<file path="config.mk">
export PLATFORM = sky130hd
export DESIGN_NAME = mdm_unit
export DESIGN_NICKNAME = d
export VERILOG_FILES = /design/src/mdm_pkg.sv /design/src/mdm_divider.sv /design/src/mdm_unit.sv
export SDC_FILE = /design/constraint.sdc
export NUM_CORES = 2
export LEC_CHECK = 0
export BUFFER_PORTS_ARGS = -buffer_cell sky130_fd_sc_hd__buf_2
export CAP_MARGIN = 20
export CORE_MARGIN = 1
export CORE_UTILIZATION = 52
export DETAILED_ROUTE_END_ITERATION = 7
export PLACE_DENSITY = 0.7
export SLEW_MARGIN = 20
export SYNTH_ARGS = -nofsm -noshare
export SYNTH_HDL_FRONTEND = slang
export SYNTH_HIERARCHICAL = 1
export SYNTH_SLANG_ARGS = --single-unit
export TNS_END_PERCENT = 30
</file>
<file path="constraint.sdc">
create_clock -name clock_i -period 9.6 [get_ports clock_i]
set_input_delay 0.96 -clock clock_i [delete_from_list [all_inputs] [get_ports clock_i]]
set_output_delay 0.96 -clock clock_i [all_outputs]
set_load 0.1 [all_outputs]
</file>
<file path="src/mdm_pkg.sv">
`default_nettype none
package mdm_pkg;
  // Operation select presented by the decoder with a start request
  typedef enum logic [2:0] {
    MDM_OP_BYTE_MUL  = 3'h0, // byte_multiply
    MDM_OP_HMUL_U    = 3'h1, // unsigned_half_multiply
    MDM_OP_HMUL_S    = 3'h2, // signed_half_multiply
    MDM_OP_HDIV_U    = 3'h3, // unsigned_half_divide
    MDM_OP_WDIV_U    = 3'h4, // unsigned_word_divide
    MDM_OP_MAC_U     = 3'h5, // unsigned_multiply_accumulate
    MDM_OP_MAC_S     = 3'h6  // signed_multiply_accumulate
  } mdm_op_t;

  // Counter width covers the longest stretched latency (2*17+3)
  localparam int unsigned MDM_CNT_W = 6;

  // Latencies in CPU clocks when code runs from flash
  localparam logic [5:0] MDM_LAT_BYTE_MUL = 6'h01;
  localparam logic [5:0] MDM_LAT_HMUL     = 6'h02;
  localparam logic [5:0] MDM_LAT_HDIV     = 6'h09;
  localparam logic [5:0] MDM_LAT_WDIV     = 6'h11;
  localparam logic [5:0] MDM_LAT_MAC      = 6'h03;
  // Extra clocks added on top of the doubled count for RAM fetch
  localparam logic [5:0] MDM_RAM_EXTRA    = 6'h03;

  // Divider retires two quotient bits per clock
  localparam logic [4:0] MDM_DIV_ITER_H   = 5'h08;
  localparam logic [4:0] MDM_DIV_ITER_W   = 5'h10;

  // Aux carry is taken from the carry out of this bit of the sum
  localparam int unsigned MDM_AUX_CARRY_BIT = 3;

  // Accumulator reset value
  localparam logic [15:0] MDM_ACC_RST     = 16'h0000;
endpackage : mdm_pkg
`default_nettype wire

</file>
<file path="src/mdm_divider.sv">
`default_nettype none
// Iterative restoring divider, two quotient bits per clock
module mdm_divider #(
  parameter int unsigned W = 32
) (
  // Clock and reset
  input  wire logic         clock_i,
  input  wire logic         rst_b_i,
  // Start with operands
  input  wire logic         load_i,
  input  wire logic [W-1:0] dividend_i,
  input  wire logic [W-1:0] divisor_i,
  input  wire logic [4:0]   iters_i,
  // Results, stable once iterations run out
  output logic      [W-1:0] quot_o,
  output logic      [W-1:0] rem_o
);
  logic [W-1:0] quot_reg, quot_next;   // Shifts dividend out, quotient in
  logic [W:0]   rem_reg, rem_next;     // Partial remainder, one guard bit
  logic [W-1:0] dsr_reg, dsr_next;     // Held divisor
  logic [4:0]   iter_reg, iter_next;   // Iterations still to run

  // Next-state: two restoring steps per clock. The loading clock already
  // runs the first step, so under flash fetch the result is ready one clock before write-back
  always_comb begin
    logic [W:0]   r;
    logic [W-1:0] q;
    logic [W-1:0] d;
    logic [4:0]   n;
    r          = rem_reg;
    q          = quot_reg;
    d          = dsr_reg;
    n          = iter_reg;
    quot_next  = quot_reg;
    rem_next   = rem_reg;
    dsr_next   = dsr_reg;
    iter_next  = iter_reg;
    if (load_i) begin
      // Fresh operands straight from the request
      r = '0;
      q = dividend_i;
      d = divisor_i;
      n = iters_i;
    end
    if (n != 5'h00) begin
      for (int s = 0; s < 2; s++) begin
        r = {r[W-1:0], q[W-1]};
        q = {q[W-2:0], 1'b0};
        // Zero divisor always subtracts: all-ones quotient, dividend back
        if (r >= {1'b0, d}) begin
          r    = r - {1'b0, d};
          q[0] = 1'b1;
        end
      end
      quot_next = q;
      rem_next  = r;
      dsr_next  = d;
      iter_next = n - 5'h01;
    end
  end

  // Registers only
  always_ff @(posedge clock_i) begin
    if (!rst_b_i) begin
      quot_reg <= '0;
      rem_reg  <= '0;
      dsr_reg  <= '0;
      iter_reg <= 5'h00;
    end else begin
      quot_reg <= quot_next;
      rem_reg  <= rem_next;
      dsr_reg  <= dsr_next;
      iter_reg <= iter_next;
    end
  end

  assign quot_o = quot_reg;
  assign rem_o  = rem_reg[W-1:0];
endmodule : mdm_divider // mdm_divider
`default_nettype wire

</file>
<file path="src/mdm_unit.sv">
`default_nettype none
// Behaviour
// - Byte multiply unsigned, one clock, into first_pair
// - Unsigned 16x16 multiply, two clocks, wide result
// - Signed 16x16 multiply, two clocks, wide result
// - 16-bit divide, nine clocks, quotient and remainder
// - 32-bit divide, seventeen clocks, quotient and remainder
// - Accumulate product, three clocks, sets both carries
// - Accumulator built from upper and lower halves
// - Listed counts hold for internal data accesses
// - RAM fetch stretches count to 2N+3
module mdm_unit (
  // Clock and reset
  input  wire logic        clock_i,
  input  wire logic        rst_b_i,
  // Request from the decoder
  input  wire logic        start_i,
  input  wire logic [2:0]  op_i,
  input  wire logic        ram_fetch_i,
  input  wire logic [15:0] first_pair_i,
  input  wire logic [15:0] second_pair_i,
  input  wire logic [15:0] divisor_pair_i,
  input  wire logic [31:0] wide_product_pair_i,
  input  wire logic [31:0] wide_divisor_pair_i,
  // Handshake
  output logic             busy_o,
  output logic             done_o,
  // Register-file write-back
  output logic             first_pair_we_o,
  output logic [15:0]      first_pair_o,
  output logic             divisor_pair_we_o,
  output logic [15:0]      divisor_pair_o,
  output logic             wide_product_pair_we_o,
  output logic [31:0]      wide_product_pair_o,
  output logic             wide_divisor_pair_we_o,
  output logic [31:0]      wide_divisor_pair_o,
  // Accumulator and flags
  output logic [15:0]      accum_upper_o,
  output logic [15:0]      accum_lower_o,
  output logic             flags_we_o,
  output logic             aux_carry_flag_o,
  output logic             carry_flag_o
);
  // One-hot sequencer states
  typedef enum logic [1:0] {
    MDM_ST_IDLE = 2'h1,
    MDM_ST_RUN  = 2'h2
  } mdm_state_t;

  mdm_state_t      state_reg, state_next;     // Sequencer
  logic [5:0]      cnt_reg, cnt_next;         // Clocks left before write-back
  mdm_pkg::mdm_op_t op_reg, op_next;          // Latched operation
  logic [15:0]     a_reg, a_next;             // Latched first_pair
  logic [15:0]     b_reg, b_next;             // Latched second_pair
  logic [15:0]     acc_hi_reg, acc_hi_next;   // accum_upper
  logic [15:0]     acc_lo_reg, acc_lo_next;   // accum_lower
  logic            done_reg, done_next;
  logic            fp_we_reg, fp_we_next;
  logic            dp_we_reg, dp_we_next;
  logic            wp_we_reg, wp_we_next;
  logic            wd_we_reg, wd_we_next;
  logic            fl_we_reg, fl_we_next;
  logic [15:0]     fp_reg, fp_next;
  logic [15:0]     dp_reg, dp_next;
  logic [31:0]     wp_reg, wp_next;
  logic [31:0]     wd_reg, wd_next;
  logic            auxc_reg, auxc_next;
  logic            carry_reg, carry_next;

  // Datapath helpers
  logic            accept;                    // Request taken this cycle
  logic            is_div_h;                  // op_i selects 16-bit divide
  logic [5:0]      lat_base;                  // Listed latency of op_i
  logic [5:0]      lat_eff;                   // Latency after fetch stretch
  logic [31:0]     prod_u, prod_s, prod_sel;  // 16x16 products
  logic [32:0]     mac_sum;                   // Accumulate with carry out
  logic [4:0]      nib_sum;                   // Low nibble for aux carry
  logic [31:0]     div_q, div_r;              // Divider results
  logic [31:0]     div_dividend, div_divisor;
  logic [4:0]      div_iters;

  assign accept   = start_i && (state_reg == MDM_ST_IDLE);
  assign is_div_h = (op_i == 3'(mdm_pkg::MDM_OP_HDIV_U));

  // Listed latency per opcode; no data is accessed, so these hold
  always_comb begin
    case (op_i)
      3'(mdm_pkg::MDM_OP_BYTE_MUL): lat_base = mdm_pkg::MDM_LAT_BYTE_MUL;
      3'(mdm_pkg::MDM_OP_HMUL_U),
      3'(mdm_pkg::MDM_OP_HMUL_S):   lat_base = mdm_pkg::MDM_LAT_HMUL;
      3'(mdm_pkg::MDM_OP_HDIV_U):   lat_base = mdm_pkg::MDM_LAT_HDIV;
      3'(mdm_pkg::MDM_OP_WDIV_U):   lat_base = mdm_pkg::MDM_LAT_WDIV;
      default:                      lat_base = mdm_pkg::MDM_LAT_MAC;
    endcase
  end
  // Worst-case stretch under RAM fetch; the divider finishes early and waits
  assign lat_eff = ram_fetch_i ? 6'((lat_base << 1) + mdm_pkg::MDM_RAM_EXTRA)
                               : lat_base;

  // Products from latched operands
  assign prod_u   = a_reg * b_reg;
  // Operands sign-extended first so the product is formed at full width
  assign prod_s   = $signed({{16{a_reg[15]}}, a_reg}) * $signed({{16{b_reg[15]}}, b_reg});
  assign prod_sel = (op_reg == mdm_pkg::MDM_OP_MAC_S ||
                     op_reg == mdm_pkg::MDM_OP_HMUL_S) ? prod_s : prod_u;
  // Flags: carry out of bit 31 and out of the low nibble of the sum
  assign mac_sum  = {1'b0, acc_hi_reg, acc_lo_reg} + {1'b0, prod_sel};
  assign nib_sum  = {1'b0, acc_lo_reg[mdm_pkg::MDM_AUX_CARRY_BIT:0]} + {1'b0, prod_sel[3:0]};

  // 16-bit divide sits in the top half so eight iterations suffice
  assign div_dividend = is_div_h ? {first_pair_i, 16'h0000} : wide_product_pair_i;
  assign div_divisor  = is_div_h ? {16'h0000, divisor_pair_i} : wide_divisor_pair_i;
  assign div_iters    = is_div_h ? mdm_pkg::MDM_DIV_ITER_H : mdm_pkg::MDM_DIV_ITER_W;

  mdm_divider #(
    .W (32)
  ) u_div (
    .clock_i    (clock_i),
    .rst_b_i    (rst_b_i),
    .load_i     (accept && (is_div_h || op_i == 3'(mdm_pkg::MDM_OP_WDIV_U))),
    .dividend_i (div_dividend),
    .divisor_i  (div_divisor),
    .iters_i    (div_iters),
    .quot_o     (div_q),
    .rem_o      (div_r)
  );

  // Sequencer and write-back next values
  always_comb begin
    logic fin;
    fin         = 1'b0;
    state_next  = state_reg;
    cnt_next    = cnt_reg;
    op_next     = op_reg;
    a_next      = a_reg;
    b_next      = b_reg;
    acc_hi_next = acc_hi_reg;
    acc_lo_next = acc_lo_reg;
    fp_next     = fp_reg;
    dp_next     = dp_reg;
    wp_next     = wp_reg;
    wd_next     = wd_reg;
    auxc_next   = auxc_reg;
    carry_next  = carry_reg;
    done_next   = 1'b0;
    fp_we_next  = 1'b0;
    dp_we_next  = 1'b0;
    wp_we_next  = 1'b0;
    wd_we_next  = 1'b0;
    fl_we_next  = 1'b0;
    case (state_reg)
      MDM_ST_IDLE: begin
        if (accept) begin
          op_next = mdm_pkg::mdm_op_t'(op_i);
          a_next  = first_pair_i;
          b_next  = second_pair_i;
          if (lat_eff == 6'h01) begin
            // Single-clock byte multiply finishes at the accepting edge
            fp_next    = 16'(first_pair_i[15:8]) * 16'(first_pair_i[7:0]);
            fp_we_next = 1'b1;
            done_next  = 1'b1;
          end else begin
            cnt_next   = lat_eff - 6'h01;
            state_next = MDM_ST_RUN;
          end
        end
      end
      MDM_ST_RUN: begin
        cnt_next = cnt_reg - 6'h01;
        fin      = (cnt_reg == 6'h01);
        // Nothing is written before the last clock of the latency
        if (fin) begin
          state_next = MDM_ST_IDLE;
          done_next  = 1'b1;
          case (op_reg)
            mdm_pkg::MDM_OP_BYTE_MUL: begin
              fp_next    = 16'(a_reg[15:8]) * 16'(a_reg[7:0]);
              fp_we_next = 1'b1;
            end
            mdm_pkg::MDM_OP_HMUL_U,
            mdm_pkg::MDM_OP_HMUL_S: begin
              wp_next    = prod_sel;
              wp_we_next = 1'b1;
            end
            mdm_pkg::MDM_OP_HDIV_U: begin
              fp_next    = div_q[15:0];
              dp_next    = div_r[15:0];
              fp_we_next = 1'b1;
              dp_we_next = 1'b1;
            end
            mdm_pkg::MDM_OP_WDIV_U: begin
              wp_next    = div_q;
              wd_next    = div_r;
              wp_we_next = 1'b1;
              wd_we_next = 1'b1;
            end
            mdm_pkg::MDM_OP_MAC_U,
            mdm_pkg::MDM_OP_MAC_S: begin
              // No zero flag leaves this unit for accumulates
              acc_hi_next = mac_sum[31:16];
              acc_lo_next = mac_sum[15:0];
              carry_next  = mac_sum[32];
              auxc_next   = nib_sum[4];
              fl_we_next  = 1'b1;
            end
            default: begin
              done_next = 1'b1;
            end
          endcase
        end
      end
      default: begin
        state_next = MDM_ST_IDLE;
      end
    endcase
  end

  // Registers only
  always_ff @(posedge clock_i) begin
    if (!rst_b_i) begin
      state_reg  <= MDM_ST_IDLE;
      cnt_reg    <= 6'h00;
      op_reg     <= mdm_pkg::MDM_OP_BYTE_MUL;
      a_reg      <= 16'h0000;
      b_reg      <= 16'h0000;
      acc_hi_reg <= mdm_pkg::MDM_ACC_RST;
      acc_lo_reg <= mdm_pkg::MDM_ACC_RST;
      done_reg   <= 1'b0;
      fp_we_reg  <= 1'b0;
      dp_we_reg  <= 1'b0;
      wp_we_reg  <= 1'b0;
      wd_we_reg  <= 1'b0;
      fl_we_reg  <= 1'b0;
      fp_reg     <= 16'h0000;
      dp_reg     <= 16'h0000;
      wp_reg     <= 32'h0000_0000;
      wd_reg     <= 32'h0000_0000;
      auxc_reg   <= 1'b0;
      carry_reg  <= 1'b0;
    end else begin
      state_reg  <= state_next;
      cnt_reg    <= cnt_next;
      op_reg     <= op_next;
      a_reg      <= a_next;
      b_reg      <= b_next;
      acc_hi_reg <= acc_hi_next;
      acc_lo_reg <= acc_lo_next;
      done_reg   <= done_next;
      fp_we_reg  <= fp_we_next;
      dp_we_reg  <= dp_we_next;
      wp_we_reg  <= wp_we_next;
      wd_we_reg  <= wd_we_next;
      fl_we_reg  <= fl_we_next;
      fp_reg     <= fp_next;
      dp_reg     <= dp_next;
      wp_reg     <= wp_next;
      wd_reg     <= wd_next;
      auxc_reg   <= auxc_next;
      carry_reg  <= carry_next;
    end
  end

  // Output drive; busy gates new requests, and a request raised while busy is dropped
  assign busy_o                 = (state_reg == MDM_ST_RUN);
  assign done_o                 = done_reg;
  assign first_pair_we_o        = fp_we_reg;
  assign first_pair_o           = fp_reg;
  assign divisor_pair_we_o      = dp_we_reg;
  assign divisor_pair_o         = dp_reg;
  assign wide_product_pair_we_o = wp_we_reg;
  assign wide_product_pair_o    = wp_reg;
  assign wide_divisor_pair_we_o = wd_we_reg;
  assign wide_divisor_pair_o    = wd_reg;
  assign accum_upper_o          = acc_hi_reg;
  assign accum_lower_o          = acc_lo_reg;
  assign flags_we_o             = fl_we_reg;
  assign aux_carry_flag_o       = auxc_reg;
  assign carry_flag_o           = carry_reg;

  // Checks
  logic        fl_start;   // Start from flash
  logic [31:0] chk_prod_s; // Signed product of request operands
  assign fl_start   = accept && !ram_fetch_i;
  assign chk_prod_s = $signed({{16{first_pair_i[15]}}, first_pair_i}) *
                      $signed({{16{second_pair_i[15]}}, second_pair_i});
endmodule : mdm_unit // mdm_unit
`default_nettype wire

</file>
==> impl_summary.txt <==
----------------------------------------------------
[Run status]
  Status ... completed

[Timing]
  Transition time at the pin with the least slew margin ... 1.109 ns
  Maximum clock rate ... 0.1121 GHz
  Hold Violations, Final ... 0
  Max-slew violation count ... 0
  Worst-case headroom to the max-slew limit ... 26.04%
  Total Negative Setup Slacks ... 0 ns
  Final critical delay including setup and external delays ... 8.918 ns
  Worst Skew ... 0.03437 ns
  Ratio of final minimum period to clock period ... 92.89%
  Number of failing setup endpoints in the final timing report ... 0
  Setup repair after global routing missed its margin ... false
  Final hold slack ... 0.4476 ns

[Global route]
  Total global routing overflow ... 0
  Via count of the first global-routing pass ... 31.16k
  Wire length of the first global-routing pass ... 173.9 mm
  Initial antenna violation count ... 2
  GRT Util Overall ... 31.10%
  Largest net degree at the start of global routing ... 95

[Setup path]
  Max stage delay cell, worst path ... dfxtp_1
  Most common cell on crit path ... fa_1
  Critical path data arrival time ... 9.32 ns
  Startpoint kind of the worst setup timing path ... register
  CP Class ... reg2reg
  Critical Path Fanout Max ... 26
  Capturing element type of the critical path ... register
  Highest cell delay on the worst timing path ... 1.01 ns
  Required time at the endpoint of the critical path ... 10.00 ns

[Clock network]
  Hold buffer count at cts ... 0
  Clock Sinks ... 280
  CTS tree ... built
  Root buf cell ... clkbuf_16
  Total setup buffers inserted after CTS ... 0
  Post-CTS resize count ... 0
  TritonCTS Buffers ... 37
  Clock slew seen by the registers of the worst setup and hold paths ... 0.06 ns
  Clock insertion delay at the later pin of the skew report ... 0.59 ns
  Number of H-tree branching levels ... 2
  Maximum clock path buffer count ... 3

[Routing]
  Wire length reported by the detailed router ... 110.3 mm
  Ratio of routed vias to standard cells ... 5.681
  Number of vias after detailed routing ... 31.55k
  Remaining DRCs ... 0
  Pre-antenna DRT Iters ... 7
  Average routed wire per standard cell ... 19.86 um
  Post-DRT Antenna Nets ... 0
  First DRT Iteration DRCs ... 2694

[Layout]
  Number of filler cells placed in the layout ... 6412
  Final #Nets ... 5484
  Antenna diode count ... 0
  Area delta synth->final ... 8.549%
  Post-Layout Cell Count ... 5553
  Share of final-layout standard cells stronger than drive strength 1 ... 9.412%

[Place]
  I/O Buffers ... 255
  Number of placed instances, taps included ... 5486
  Estimated wirelength of the detail-placed design ... 87.92 mm
  Final weighted congestion in routability-driven placement ... 0.9307

[Floorplanning]
  Die area ... 71230 um^2
  Placement Rows ... 96
  Starting density of the core ... 52.83%
  Number of primary I/O pins ... 256
  Die width ... 266.9 um
  Die Ht ... 266.9 um
  Core box area ... 69070 um^2

[Synth]
  Cell accounting for the most synthesized area ... fa_1
  Synthesized area per cell ... 8.165 um^2
  Count of yosys warnings during synthesis ... 6
  Number of enable-type register cells in the synthesized netlist ... 0
  Biggest area contributors in the synthesized netlist ... fa_1 (24%), dfxtp_1 (15%), ha_1 (11%)
  Dominant cell by count in the synthesized netlist ... nand2_1
  Fraction of synthesis flops using an asynchronous set or reset pin ... 0%
  Sequential share of the synthesized area ... 15.36%
  Main flop type after synthesis ... dfxtp_1
  Mapped Cells ... 4469
  Post-synthesis instance area ... 36490 um^2
  Top cells by count, synth ... nand2_1 (687), inv_1 (607), fa_1 (439), ha_1 (332), a21oi_1 (328)
  Area share of the largest cell type after synthesis ... 24.09%
  Flop and latch count out of synthesis ... 280
  Synth cell types ... 99

[Pwr]
  Peak supply drop ... 0.5704 mV
  Power density normalized to cell area ... 288.1 nW/um^2
  Leak pwr ... 19.06 nW

[Min path]
  Min-Delay Path Class ... reg2reg

[Run]
  Number of max-cap violations ... 0

----------------------------------------------------
-- through the flow --
step	power (mW)	setup slack, ns	util (%)	cell area, um^2
final	11.41	0.6823	57.35	39610
after detailed placement	9.872	0.7396	55.61	38410
after floorplan	8.202	1.742	-	36500
after CTS	11.32	0.7043	57.35	39610
after global placement	9.806	0.9410	55.61	38410
after global routing	12.35	0.1511	57.35	39610
-- layout by cell type (no fill, tap or decap), drive strengths merged, types with 94 or more instances in the layout --
cell type  Yosys  final
xnor2         94     94
dfxtp        280    280
buf           28    303
ha           332    332
mux2i        104    104
inv          610    612
nor2         236    236
fa           439    439
o21ai        189    189
and2         229    229
a211oi        95     95
a21oi        328    328
nand2        687    687
-- metal layers --
metal	wire length (um)	vias up	GRT usage [%]
met4	3088	4	8.559
met1	49320	15360	43.76
li1	-	14830	-
met5	23	-	0
met3	9444	197	6.228
met2	48380	1156	48.38
-- report_power, final --
group / leakage [nW] / switching, mW / internal [mW]
Clock: 0.581 / 0.615 / 0.775
Combinational: 16.2 / 4.90 / 3.40
Sequential: 2.29 / 0.310 / 1.42
Total: 19.1 / 5.82 / 5.59
-- area by class of cell --
cell class / instances / area, um^2 / share of cell area [%]
multi-input cells: 3361 / 27690 / 69.91
flip-flops and latches: 280 / 5605 / 14.15
inverters: 611 / 2296 / 5.797
repair buffers: 303 / 1649 / 4.164
well taps: 931 / 1165 / 2.941
clock buffers: 46 / 989.7 / 2.499
clock inverters: 21 / 211.5 / 0.5339
-- critical path, delay by kind of cell, from the launching register on --
family | cells | cell delay [ns]
adder cells (fa/ha/maj) | 8 | 3.73
AO/OA/AOI/OAI | 10 | 2.81
flip-flops | 1 | 1.01
AND/OR/NAND/NOR | 5 | 0.63
buffers and inverters | 5 | 0.27
XOR/XNOR | 1 | 0.15
multiplexers | 1 | 0.13
-- worst paths after layout --
path	slack [ns]	to	from	cells past startpoint
setup / recovery	0.68	carry_flag_o	a_reg[10]	30
hold / removal	0.45	wide_product_pair_o[12]	wide_product_pair_o[12]	2
setup reg to reg	0.68	carry_flag_o	a_reg[10]	30
hold reg to reg	0.45	wide_product_pair_o[12]	wide_product_pair_o[12]	2
-- logic make-up after synthesis --
| kind of cell | synth area share [%] |
|---|---|
| and+or+nand+nor | 18.42 |
| AOI/OAI and AO/OA | 14.77 |
| buffers and inverters | 8.884 |
| adders and majority gates | 35.47 |
| DFF | 15.36 |
| xor gates and xnor gates | 3.816 |
| muxes | 3.264 |
| other | 0.01028 |
(Power assumes the default switching activity.)
